===== src/hdl/gpmux_pkg.sv =====
package gpmux_pkg;

   // ----------------------------------------------------------------
   // geometry
   // ----------------------------------------------------------------
   localparam int GPMUX_PORTS = 5;
   localparam int GPMUX_PW = 8;
   localparam int GPMUX_P_L = 0;
   localparam int GPMUX_P_M = 1;
   localparam int GPMUX_P_N = 2;
   localparam int GPMUX_P_O = 3;
   localparam int GPMUX_P_P = 4;

   // ----------------------------------------------------------------
   // register indices (byte address is four times the index)
   // ----------------------------------------------------------------
   localparam logic [31:0] GPMUX_IDX_M_DATA = 32'hFFFFF0C0;
   localparam logic [31:0] GPMUX_IDX_L_DATA = 32'hFFFFF0C1;
   localparam logic [31:0] GPMUX_IDX_M_DIR = 32'hFFFFF0C4;
   localparam logic [31:0] GPMUX_IDX_L_DIR = 32'hFFFFF0C5;
   localparam logic [31:0] GPMUX_IDX_L_FUNC = 32'hFFFFF0C9;
   localparam logic [31:0] GPMUX_IDX_P_DATA = 32'hFFFFF0D1;
   localparam logic [31:0] GPMUX_IDX_O_DATA = 32'hFFFFF0D2;
   localparam logic [31:0] GPMUX_IDX_N_DATA = 32'hFFFFF0D3;
   localparam logic [31:0] GPMUX_IDX_P_DIR = 32'hFFFFF0D5;
   localparam logic [31:0] GPMUX_IDX_O_DIR = 32'hFFFFF0D6;
   localparam logic [31:0] GPMUX_IDX_N_DIR = 32'hFFFFF0D7;
   localparam logic [31:0] GPMUX_IDX_N_FUNC = 32'hFFFFF0DB;
   localparam logic [31:0] GPMUX_IDX_N_DRIVE = 32'hFFFFF0DF;
   localparam int GPMUX_IDX_LSB = 2;
   localparam int GPMUX_IDX_W = 8;

   // per-port tables, port k in byte k
   localparam logic [39:0] GPMUX_DATA_IDX = {GPMUX_IDX_P_DATA[7:0], GPMUX_IDX_O_DATA[7:0],
      GPMUX_IDX_N_DATA[7:0], GPMUX_IDX_M_DATA[7:0], GPMUX_IDX_L_DATA[7:0]};
   localparam logic [39:0] GPMUX_DIR_IDX = {GPMUX_IDX_P_DIR[7:0], GPMUX_IDX_O_DIR[7:0],
      GPMUX_IDX_N_DIR[7:0], GPMUX_IDX_M_DIR[7:0], GPMUX_IDX_L_DIR[7:0]};
   localparam logic [39:0] GPMUX_FUNC_IDX = {8'h00, 8'h00, GPMUX_IDX_N_FUNC[7:0], 8'h00,
      GPMUX_IDX_L_FUNC[7:0]};
   localparam logic [39:0] GPMUX_DRIVE_IDX = {8'h00, 8'h00, GPMUX_IDX_N_DRIVE[7:0], 8'h00,
      8'h00};
   localparam logic [39:0] GPMUX_FUNC_MASK = 40'h00_00_07_00_FF;
   localparam logic [39:0] GPMUX_DRIVE_MASK = 40'h00_00_05_00_00;

   // ----------------------------------------------------------------
   // reset values
   // ----------------------------------------------------------------
   localparam logic [7:0] GPMUX_DIR_RST = 8'h00;
   localparam logic [7:0] GPMUX_LATCH_RST = 8'hFF;
   localparam logic [7:0] GPMUX_FUNC_RST = 8'h00;
   localparam logic [7:0] GPMUX_DRIVE_RST = 8'h00;

   // ----------------------------------------------------------------
   // function bit positions
   // ----------------------------------------------------------------
   localparam int GPMUX_N_TXD = 0;
   localparam int GPMUX_N_RXD = 1;
   localparam int GPMUX_N_SCLK = 2;
   localparam int GPMUX_L_T8_0 = 0;
   localparam int GPMUX_L_T8_1 = 1;
   localparam int GPMUX_L_T8_2 = 2;
   localparam int GPMUX_L_T8_3 = 3;
   localparam int GPMUX_L_T16_0A = 4;
   localparam int GPMUX_L_T16_0B = 5;
   localparam int GPMUX_L_T16_1A = 6;
   localparam int GPMUX_L_T16_1B = 7;

endpackage


===== src/hdl/gpmux_port.sv =====
`timescale 1ns/10ps
`default_nettype none
module gpmux_port
   import gpmux_pkg::*;
#(
   parameter logic [7:0] FUNC_MASK = 8'h00,
   parameter logic [7:0] DRIVE_MASK = 8'h00
) (
   input wire logic pclk,
   input wire logic presetn,
   input wire logic wr_data_en,
   input wire logic wr_dir_en,
   input wire logic wr_func_en,
   input wire logic wr_drive_en,
   input wire logic [7:0] wdata,
   input wire logic [7:0] pin_in,
   input wire logic [7:0] alt_out,
   input wire logic [7:0] alt_oe,
   output logic [7:0] pin_out,
   output logic [7:0] pin_oe,
   output logic [7:0] rd_data,
   output logic [7:0] func_sel
);

   typedef struct packed {
      logic [7:0] latch;
      logic [7:0] dir;
      logic [7:0] func;
      logic [7:0] drive;
      logic [7:0] pout;
      logic [7:0] poe;
   } gpmux_port_st_t;

   gpmux_port_st_t st_ff;
   gpmux_port_st_t nxt_st;
   logic [7:0] drv;
   logic [7:0] val;
   logic [7:0] wdata_q;

   // ----------------------------------------------------------------
   // next state
   // ----------------------------------------------------------------
   always_comb begin
      nxt_st = st_ff;
      if (wr_data_en) begin
         nxt_st.latch = wdata; // RULE14
      end
      if (wr_dir_en) begin
         nxt_st.dir = wdata; // RULE1
      end
      if (wr_func_en) begin
         nxt_st.func = wdata & FUNC_MASK; // RULE8
      end
      if (wr_drive_en) begin
         nxt_st.drive = wdata & DRIVE_MASK; // RULE10
      end
      // function pins follow the peripheral, others the direction bit
      drv = (st_ff.func & alt_oe) | (~st_ff.func & st_ff.dir); // RULE1
      val = (st_ff.func & alt_out) | (~st_ff.func & st_ff.latch);
      nxt_st.pout = val;
      nxt_st.poe = drv & ~(st_ff.drive & val); // RULE10
   end

   always_ff @(posedge pclk or negedge presetn) begin
      if (!presetn) begin
         st_ff <= '{latch: GPMUX_LATCH_RST, dir: GPMUX_DIR_RST, func: GPMUX_FUNC_RST,
            drive: GPMUX_DRIVE_RST, pout: GPMUX_LATCH_RST, poe: GPMUX_DIR_RST}; // RULE2 RULE3
      end else begin
         st_ff <= nxt_st;
      end
   end

   assign pin_out = st_ff.pout;
   assign pin_oe = st_ff.poe;
   assign func_sel = st_ff.func;
   assign rd_data = (st_ff.dir & st_ff.latch) | (~st_ff.dir & pin_in); // RULE14

   always_ff @(posedge pclk or negedge presetn) begin
      if (!presetn) begin
         wdata_q <= 8'h00;
      end else begin
         wdata_q <= wdata;
      end
   end
endmodule
`default_nettype wire


===== src/hdl/gpmux_top.sv =====
// The APB interface to the registers was left to the implementer.
`timescale 1ns/10ps
`default_nettype none
// Functional notes
// RULE1: each pin direction bit: 0 input, 1 drives output latch
// RULE2: reset clears all direction bits, pins come up as inputs
// RULE3: reset presets every output latch to 1, pins stay inputs
// RULE4: port M pins are plain I/O with no alternate function
// RULE5: port L function bits 3..0 feed 8-bit timer capture inputs three..zero
// RULE6: port L bits 7..4 feed 16-bit timer one b, a, zero b, a
// RULE7: port N pins 0,1,2 carry serial transmit, receive, clock or clear-to-send
// RULE8: port N function bits 2..0 select serial use; bits 7..3 absent
// RULE9: reset clears port N direction and function registers
// RULE10: port N pins 0 and 2 drive type: 0 push-pull, 1 open-drain
// RULE11: ports O and P plain I/O, direction resets to 0
// RULE12: port L pins 0..3 feed 8-bit, 4..7 feed 16-bit timers
// RULE13: reset clears port L direction and function registers
// RULE14: data read gives pin for inputs, latch for outputs; writes hit latch
// RULE15: control registers are write-only; software keeps shadow copies
module gpmux_top
   import gpmux_pkg::*;
#(
   parameter int ADDR_W = 12
) (
   input wire logic pclk,
   input wire logic presetn,
   input wire logic psel,
   input wire logic penable,
   input wire logic pwrite,
   input wire logic [ADDR_W-1:0] paddr,
   input wire logic [31:0] pwdata,
   input wire logic [3:0] pstrb,
   output logic [31:0] prdata,
   output logic pready,
   output logic pslverr,
   input wire logic [7:0] pin_l_in,
   output logic [7:0] pin_l_out,
   output logic [7:0] pin_l_oe,
   input wire logic [7:0] pin_m_in,
   output logic [7:0] pin_m_out,
   output logic [7:0] pin_m_oe,
   input wire logic [7:0] pin_n_in,
   output logic [7:0] pin_n_out,
   output logic [7:0] pin_n_oe,
   input wire logic [7:0] pin_o_in,
   output logic [7:0] pin_o_out,
   output logic [7:0] pin_o_oe,
   input wire logic [7:0] pin_p_in,
   output logic [7:0] pin_p_out,
   output logic [7:0] pin_p_oe,
   output logic timer8_zero_input,
   output logic timer8_one_input,
   output logic timer8_two_input,
   output logic timer8_three_input,
   output logic timer16_zero_input_a,
   output logic timer16_zero_input_b,
   output logic timer16_one_input_a,
   output logic timer16_one_input_b,
   input wire logic serial_transmit_data,
   input wire logic serial_clock_out,
   input wire logic serial_clock_oe,
   output logic serial_receive_data,
   output logic serial_clock,
   output logic serial_clear_to_send
);

   typedef struct packed {
      logic [31:0] rdata;
      logic ready;
      logic err;
      logic [3:0] t8;
      logic [3:0] t16;
      logic rxd;
      logic sclk;
      logic cts;
   } gpmux_top_st_t;

   gpmux_top_st_t st_ff;
   gpmux_top_st_t nxt_st;

   logic [GPMUX_IDX_W-1:0] idx;
   logic setup;
   logic wr_go;
   logic [GPMUX_PORTS-1:0] hit_data;
   logic [GPMUX_PORTS-1:0] hit_dir;
   logic [GPMUX_PORTS-1:0] hit_func;
   logic [GPMUX_PORTS-1:0] hit_drive;
   logic [GPMUX_PORTS*8-1:0] pin_in_all;
   logic [GPMUX_PORTS*8-1:0] pin_out_all;
   logic [GPMUX_PORTS*8-1:0] pin_oe_all;
   logic [GPMUX_PORTS*8-1:0] rd_all;
   logic [GPMUX_PORTS*8-1:0] func_all;
   logic [GPMUX_PORTS*8-1:0] alt_out_all;
   logic [GPMUX_PORTS*8-1:0] alt_oe_all;
   logic [7:0] func_l;
   logic [7:0] func_n;

   // ----------------------------------------------------------------
   // address decode
   // ----------------------------------------------------------------
   assign idx = paddr[GPMUX_IDX_LSB +: GPMUX_IDX_W];
   assign setup = psel && !penable;
   assign wr_go = psel && penable && pwrite && st_ff.ready && pstrb[0];

   assign pin_in_all = {pin_p_in, pin_o_in, pin_n_in, pin_m_in, pin_l_in};
   assign func_l = func_all[GPMUX_P_L*8 +: 8];
   assign func_n = func_all[GPMUX_P_N*8 +: 8];

   // serial peripheral drive onto port N pins 0 and 2
   always_comb begin
      alt_out_all = '0;
      alt_oe_all = '0;
      alt_out_all[GPMUX_P_N*8 + GPMUX_N_TXD] = serial_transmit_data; // RULE7
      alt_oe_all[GPMUX_P_N*8 + GPMUX_N_TXD] = 1'b1;
      alt_out_all[GPMUX_P_N*8 + GPMUX_N_SCLK] = serial_clock_out;
      alt_oe_all[GPMUX_P_N*8 + GPMUX_N_SCLK] = serial_clock_oe;
   end

   // ----------------------------------------------------------------
   // port banks
   // ----------------------------------------------------------------
   genvar g;
   generate
      for (g = 0; g < GPMUX_PORTS; g = g + 1) begin : g_port
         assign hit_data[g] = idx == GPMUX_DATA_IDX[g*8 +: 8];
         assign hit_dir[g] = idx == GPMUX_DIR_IDX[g*8 +: 8];
         assign hit_func[g] = (GPMUX_FUNC_MASK[g*8 +: 8] != 8'h00)
            && idx == GPMUX_FUNC_IDX[g*8 +: 8]; // RULE4 RULE11
         assign hit_drive[g] = (GPMUX_DRIVE_MASK[g*8 +: 8] != 8'h00)
            && idx == GPMUX_DRIVE_IDX[g*8 +: 8];
         gpmux_port #(
            .FUNC_MASK(GPMUX_FUNC_MASK[g*8 +: 8]),
            .DRIVE_MASK(GPMUX_DRIVE_MASK[g*8 +: 8])
         ) u_port (
            .pclk(pclk),
            .presetn(presetn),
            .wr_data_en(wr_go && hit_data[g]),
            .wr_dir_en(wr_go && hit_dir[g]),
            .wr_func_en(wr_go && hit_func[g]),
            .wr_drive_en(wr_go && hit_drive[g]),
            .wdata(pwdata[7:0]),
            .pin_in(pin_in_all[g*8 +: 8]),
            .alt_out(alt_out_all[g*8 +: 8]),
            .alt_oe(alt_oe_all[g*8 +: 8]),
            .pin_out(pin_out_all[g*8 +: 8]),
            .pin_oe(pin_oe_all[g*8 +: 8]),
            .rd_data(rd_all[g*8 +: 8]),
            .func_sel(func_all[g*8 +: 8])
         );
      end
   endgenerate

   // ----------------------------------------------------------------
   // bus answer and peripheral routing
   // ----------------------------------------------------------------
   always_comb begin
      nxt_st = st_ff;
      nxt_st.ready = setup;
      if (setup) begin
         nxt_st.rdata = 32'h0000_0000; // RULE15
         nxt_st.err = ~|{hit_data, hit_dir, hit_func, hit_drive};
         for (int k = 0; k < GPMUX_PORTS; k++) begin
            if (hit_data[k] && !pwrite) begin
               nxt_st.rdata = {24'h000000, rd_all[k*8 +: 8]}; // RULE14
            end
         end
      end else if (!psel) begin
         nxt_st.err = 1'b0;
      end
      nxt_st.t8[0] = func_l[GPMUX_L_T8_0] & pin_l_in[GPMUX_L_T8_0]; // RULE5 RULE12
      nxt_st.t8[1] = func_l[GPMUX_L_T8_1] & pin_l_in[GPMUX_L_T8_1];
      nxt_st.t8[2] = func_l[GPMUX_L_T8_2] & pin_l_in[GPMUX_L_T8_2];
      nxt_st.t8[3] = func_l[GPMUX_L_T8_3] & pin_l_in[GPMUX_L_T8_3];
      nxt_st.t16[0] = func_l[GPMUX_L_T16_0A] & pin_l_in[GPMUX_L_T16_0A]; // RULE6
      nxt_st.t16[1] = func_l[GPMUX_L_T16_0B] & pin_l_in[GPMUX_L_T16_0B];
      nxt_st.t16[2] = func_l[GPMUX_L_T16_1A] & pin_l_in[GPMUX_L_T16_1A];
      nxt_st.t16[3] = func_l[GPMUX_L_T16_1B] & pin_l_in[GPMUX_L_T16_1B];
      nxt_st.rxd = func_n[GPMUX_N_RXD] & pin_n_in[GPMUX_N_RXD]; // RULE7 RULE8
      nxt_st.sclk = func_n[GPMUX_N_SCLK] & pin_n_in[GPMUX_N_SCLK];
      nxt_st.cts = func_n[GPMUX_N_SCLK] & pin_n_in[GPMUX_N_SCLK];
   end

   always_ff @(posedge pclk or negedge presetn) begin
      if (!presetn) begin
         st_ff <= '0; // RULE9 RULE13
      end else begin
         st_ff <= nxt_st;
      end
   end

   // ----------------------------------------------------------------
   // outputs
   // ----------------------------------------------------------------
   assign prdata = st_ff.rdata;
   assign pready = st_ff.ready;
   assign pslverr = st_ff.err;
   assign pin_l_out = pin_out_all[GPMUX_P_L*8 +: 8];
   assign pin_l_oe = pin_oe_all[GPMUX_P_L*8 +: 8];
   assign pin_m_out = pin_out_all[GPMUX_P_M*8 +: 8];
   assign pin_m_oe = pin_oe_all[GPMUX_P_M*8 +: 8];
   assign pin_n_out = pin_out_all[GPMUX_P_N*8 +: 8];
   assign pin_n_oe = pin_oe_all[GPMUX_P_N*8 +: 8];
   assign pin_o_out = pin_out_all[GPMUX_P_O*8 +: 8];
   assign pin_o_oe = pin_oe_all[GPMUX_P_O*8 +: 8];
   assign pin_p_out = pin_out_all[GPMUX_P_P*8 +: 8];
   assign pin_p_oe = pin_oe_all[GPMUX_P_P*8 +: 8];
   assign timer8_zero_input = st_ff.t8[0];
   assign timer8_one_input = st_ff.t8[1];
   assign timer8_two_input = st_ff.t8[2];
   assign timer8_three_input = st_ff.t8[3];
   assign timer16_zero_input_a = st_ff.t16[0];
   assign timer16_zero_input_b = st_ff.t16[1];
   assign timer16_one_input_a = st_ff.t16[2];
   assign timer16_one_input_b = st_ff.t16[3];
   assign serial_receive_data = st_ff.rxd;
   assign serial_clock = st_ff.sclk;
   assign serial_clear_to_send = st_ff.cts;
endmodule
`default_nettype wire


===== config.mk =====
export PLATFORM = sky130hd
export DESIGN_NAME = gpmux_top
export DESIGN_NICKNAME = d
export VERILOG_FILES = /design/src/hdl/gpmux_pkg.sv /design/src/hdl/gpmux_port.sv /design/src/hdl/gpmux_top.sv
export SDC_FILE = /design/constraint.sdc
export NUM_CORES = 1
export LEC_CHECK = 0
export BUFFER_PORTS_ARGS = -buffer_cell sky130_fd_sc_hd__buf_2
export CAP_MARGIN = 5
export CORE_ASPECT_RATIO = 1.2
export CORE_MARGIN = 1.5
export CORE_UTILIZATION = 52
export CTS_CLUSTER_SIZE = 8
export DETAILED_ROUTE_END_ITERATION = 8
export PLACE_DENSITY = 0.79
export SLEW_MARGIN = 20
export SYNTH_ARGS = -nofsm -noshare
export SYNTH_HDL_FRONTEND = slang
export SYNTH_SLANG_ARGS = --single-unit

===== constraint.sdc =====
create_clock -name pclk -period 2.28 [get_ports pclk]
set_input_delay 0.342 -clock pclk [delete_from_list [all_inputs] [get_ports pclk]]
set_output_delay 0.342 -clock pclk [all_outputs]
set_load 0.01 [all_outputs]

==> out/qor.csv <==
metric;value;unit
antenna violations before repair;2;
post-route setup slack;0.457;ns
global-route usage over all layers;0.223;
CTS buffer count;17;
Initial Util;0.534;
Most used DFF post-synth;dfrtp_1;
Comb power frac;0.047;
critical path data required time;2.59;ns
slew at the pin closest to its max-slew limit;0.554;ns
RePlAce Congestion;0.825;
first-pass GRT wire length;26.8;mm
Relative slew margins;0.630;
CP arrival;2.13;ns
via density per instance;5.18;
Place WS;0.191;ns
WS Path Type;flip-flop to flip-flop;
wire per inst;18.5;µm
unrepaired setup endpoints after global routing;no;
Gate Count Post-Synth;566;
post-layout util;0.630;
worst reg-to-reg setup slack;0.46;ns
synthesized cell area;8020;µm²
Top Ports;221;
row count;49;
CP max stage delay;0.50;ns
worst-case reg-to-reg path depth;4;
most frequent cell after synthesis;dfrtp_1;
post-route ant nets;0;
Design Area, Final;9470;µm²
Die H;139;µm
Setup Skew;0.00780;ns
CTS tree;done;
largest net degree at the start of global routing;65;
post-synth top area cell;dfrtp_1;
1st-pass router iterations;4;
nets;807;
DP HPWL;12.5;mm
grt ovf;0;
number of library cell types mapped by synthesis;48;
P_int;5.48;mW
H-tree levels;4;
# Max-Cap Violations;0;
vias in the first global route;4981;
Power per Cell Area;737;nW/µm²
CORE AREA;15000;µm²
Clock power frac;0.459;
CP cell instances;and4_1 -> nand2_2 -> nor3_4 -> mux2_2;
Hold Path Cell Cnt;2;
leakage;4.70;nW
CP startpoint;pready$_DFF_PN0_;
TNS Setup;0;ns
Area Overhead vs Synth;18.1;%
Async SR Flop Fraction;1.00;
Yosys warning count;0;
worst hold slack;0.132;ns
top achievable clock speed;549;MHz
Yosys top cell area share;0.353;
largest fanout on the critical path;8;
clock slew at reported path FFs;0.06;ns
die width;116;µm
Switching Fraction;0.214;
Fill cells;1142;
root buffer cell;clkbuf_16;
die area;16200;µm²
Post-DP Area;8810;µm²
Reg2Reg Launch Point;pready$_DFF_PN0_;
Fin. Hold Viols;0;
final number of setup-violating endpoints;0;
Port-buffer cells;165;
Hold Crit Class;primary input to flip-flop;
top post-synthesis cells by count;dfrtp_1, mux2_2, dfstp_2;
Critical Path Start Type;flip-flop;
Critical path destination;g_port[0].u_port.func_sel[7]$_DFFE_PN0P_;
Syn Area/Cell;14.2;µm²
CP max stage cell;nor3_4;
post-CTS setup buffers;0;
shortest period the worst path allows;1.82;ns
EDFF count, synth;0;
layout cells sized above 1;0.581;
initial drt markers;332;
Worst IR Drop VDD;386;µV
vias;4816;
Synth area leaders;dfrtp_1, dfstp_2, mux2_2, buf_4, mux2i_1;
clock tree buffer depth;2;
clock latency on the worst-skew pair;0.43;ns
Worst Setup End Kind;flip-flop;
crit share post-route;0.799;
# clock sinks;193;
NetSw;1.49;mW
Synth Register Bits;193;
outcome;complete, no violations;
FF-to-FF End;g_port[0].u_port.func_sel[7]$_DFFE_PN0P_;
drt drc;0;
Final Max Slew Viols;0;
sequential power share;0.494;
post-synthesis sequential area ratio;0.615;
Post-Route WL;17.2;mm
through the flow:
step | instances | power [mW]
after CTS | 928 | 7.04
after floorplan | 589 | 3.68
final | 930 | 6.98
after global routing | 930 | 7.23
after global placement | 895 | 3.83
after detailed placement | 895 | 3.84
routing by layer:
metal,up-vias,track usage,wire (µm),share of wire
li1,2210,-,-,-
met1,2405,0.271,6890,0.40
met2,163,0.370,8890,0.52
met3,38,0.0599,865,0.050
met4,0,0.102,579,0.034
met5,-,0,0,0
layout by cell type (no fill, tap or decap), drive strengths merged, types with 5 or more instances in the layout:
| cell | n |
|---|---|
| a21oi | 11 |
| and2 | 11 |
| buf | 182 |
| clkbuf | 22 |
| conb | 24 |
| dfrtp | 113 |
| dfstp | 80 |
| mux2 | 111 |
| mux2i | 25 |
| nand2 | 20 |
| nand2b | 5 |
| nand4 | 6 |
| nor2 | 11 |
| nor2b | 22 |
| nor3 | 13 |
| o41ai | 8 |
final cells by class:
class	instances	area, µm²	share of cell area
antenna	2	5.00	0.000528
clock buffer	21	470	0.0497
clock inverter	11	175	0.0185
inverter	1	3.75	0.000396
multi-input combinational	314	2630	0.277
sequential	193	4930	0.521
tap	204	255	0.0270
timing repair buffer	184	1000	0.106
flip-flops by register name (all words and copies together), names as in the netlist, 8 cells and up:
name	cells
prdata	8
g_port.u_port.pin_oe	40
g_port.u_port.func_sel	11
g_port.u_port.pin_out	40
g_port.u_port.st_ff	82
power groups by stage:
| stage | Sequential, mW | Clock [mW] | Combinational [mW] |
|---|---|---|---|
| after floorplan | 3.51 | 0 | 0.172 |
| after global placement | 3.51 | 0 | 0.322 |
| after detailed placement | 3.51 | 0 | 0.329 |
| after CTS | 3.45 | 3.26 | 0.332 |
| after global routing | 3.45 | 3.41 | 0.366 |
| final | 3.45 | 3.20 | 0.330 |
what timing repair did:
action | 4_1_cts | 5_1_grt
hold buffers | 1 | 0
gates resized for setup | 0 | 0
endpoints found under the hold margin | 27 | 0
worst min path at each step:
stage | from | to
2_1_floorplan | presetn | g_port[0].u_port.func_sel[0]$_DFFE_PN0P_
3_3_place_gp | presetn | g_port[4].u_port.st_ff[35]$_DFFE_PN0P_
3_5_place_dp | presetn | g_port[3].u_port.pin_oe[3]$_DFF_PN0_
4_1_cts | pin_l_in[7] | timer16_one_input_b$_DFF_PN0_
5_1_grt | pin_l_in[7] | timer16_one_input_b$_DFF_PN0_
6_report | pin_l_in[7] | timer16_one_input_b$_DFF_PN0_
critical path: cells and delay by family (launching register included):
kind             cells  cell delay, ns
flip-flops           1            0.34
multiplexers         1            0.40
AND/OR/NAND/NOR      3            0.96
kinds of logic (layout without fill, tap and decap cells):
group,count (synthesis),count (layout),share of synthesized area
simple gates,103,103,0.0822
other cells,1,26,0.000468
buf+inv,82,217,0.0684
compound gates,51,51,0.0470
mux,136,136,0.187
flops,193,193,0.615
No activity file was read; power rests on OpenSTA's default activity.
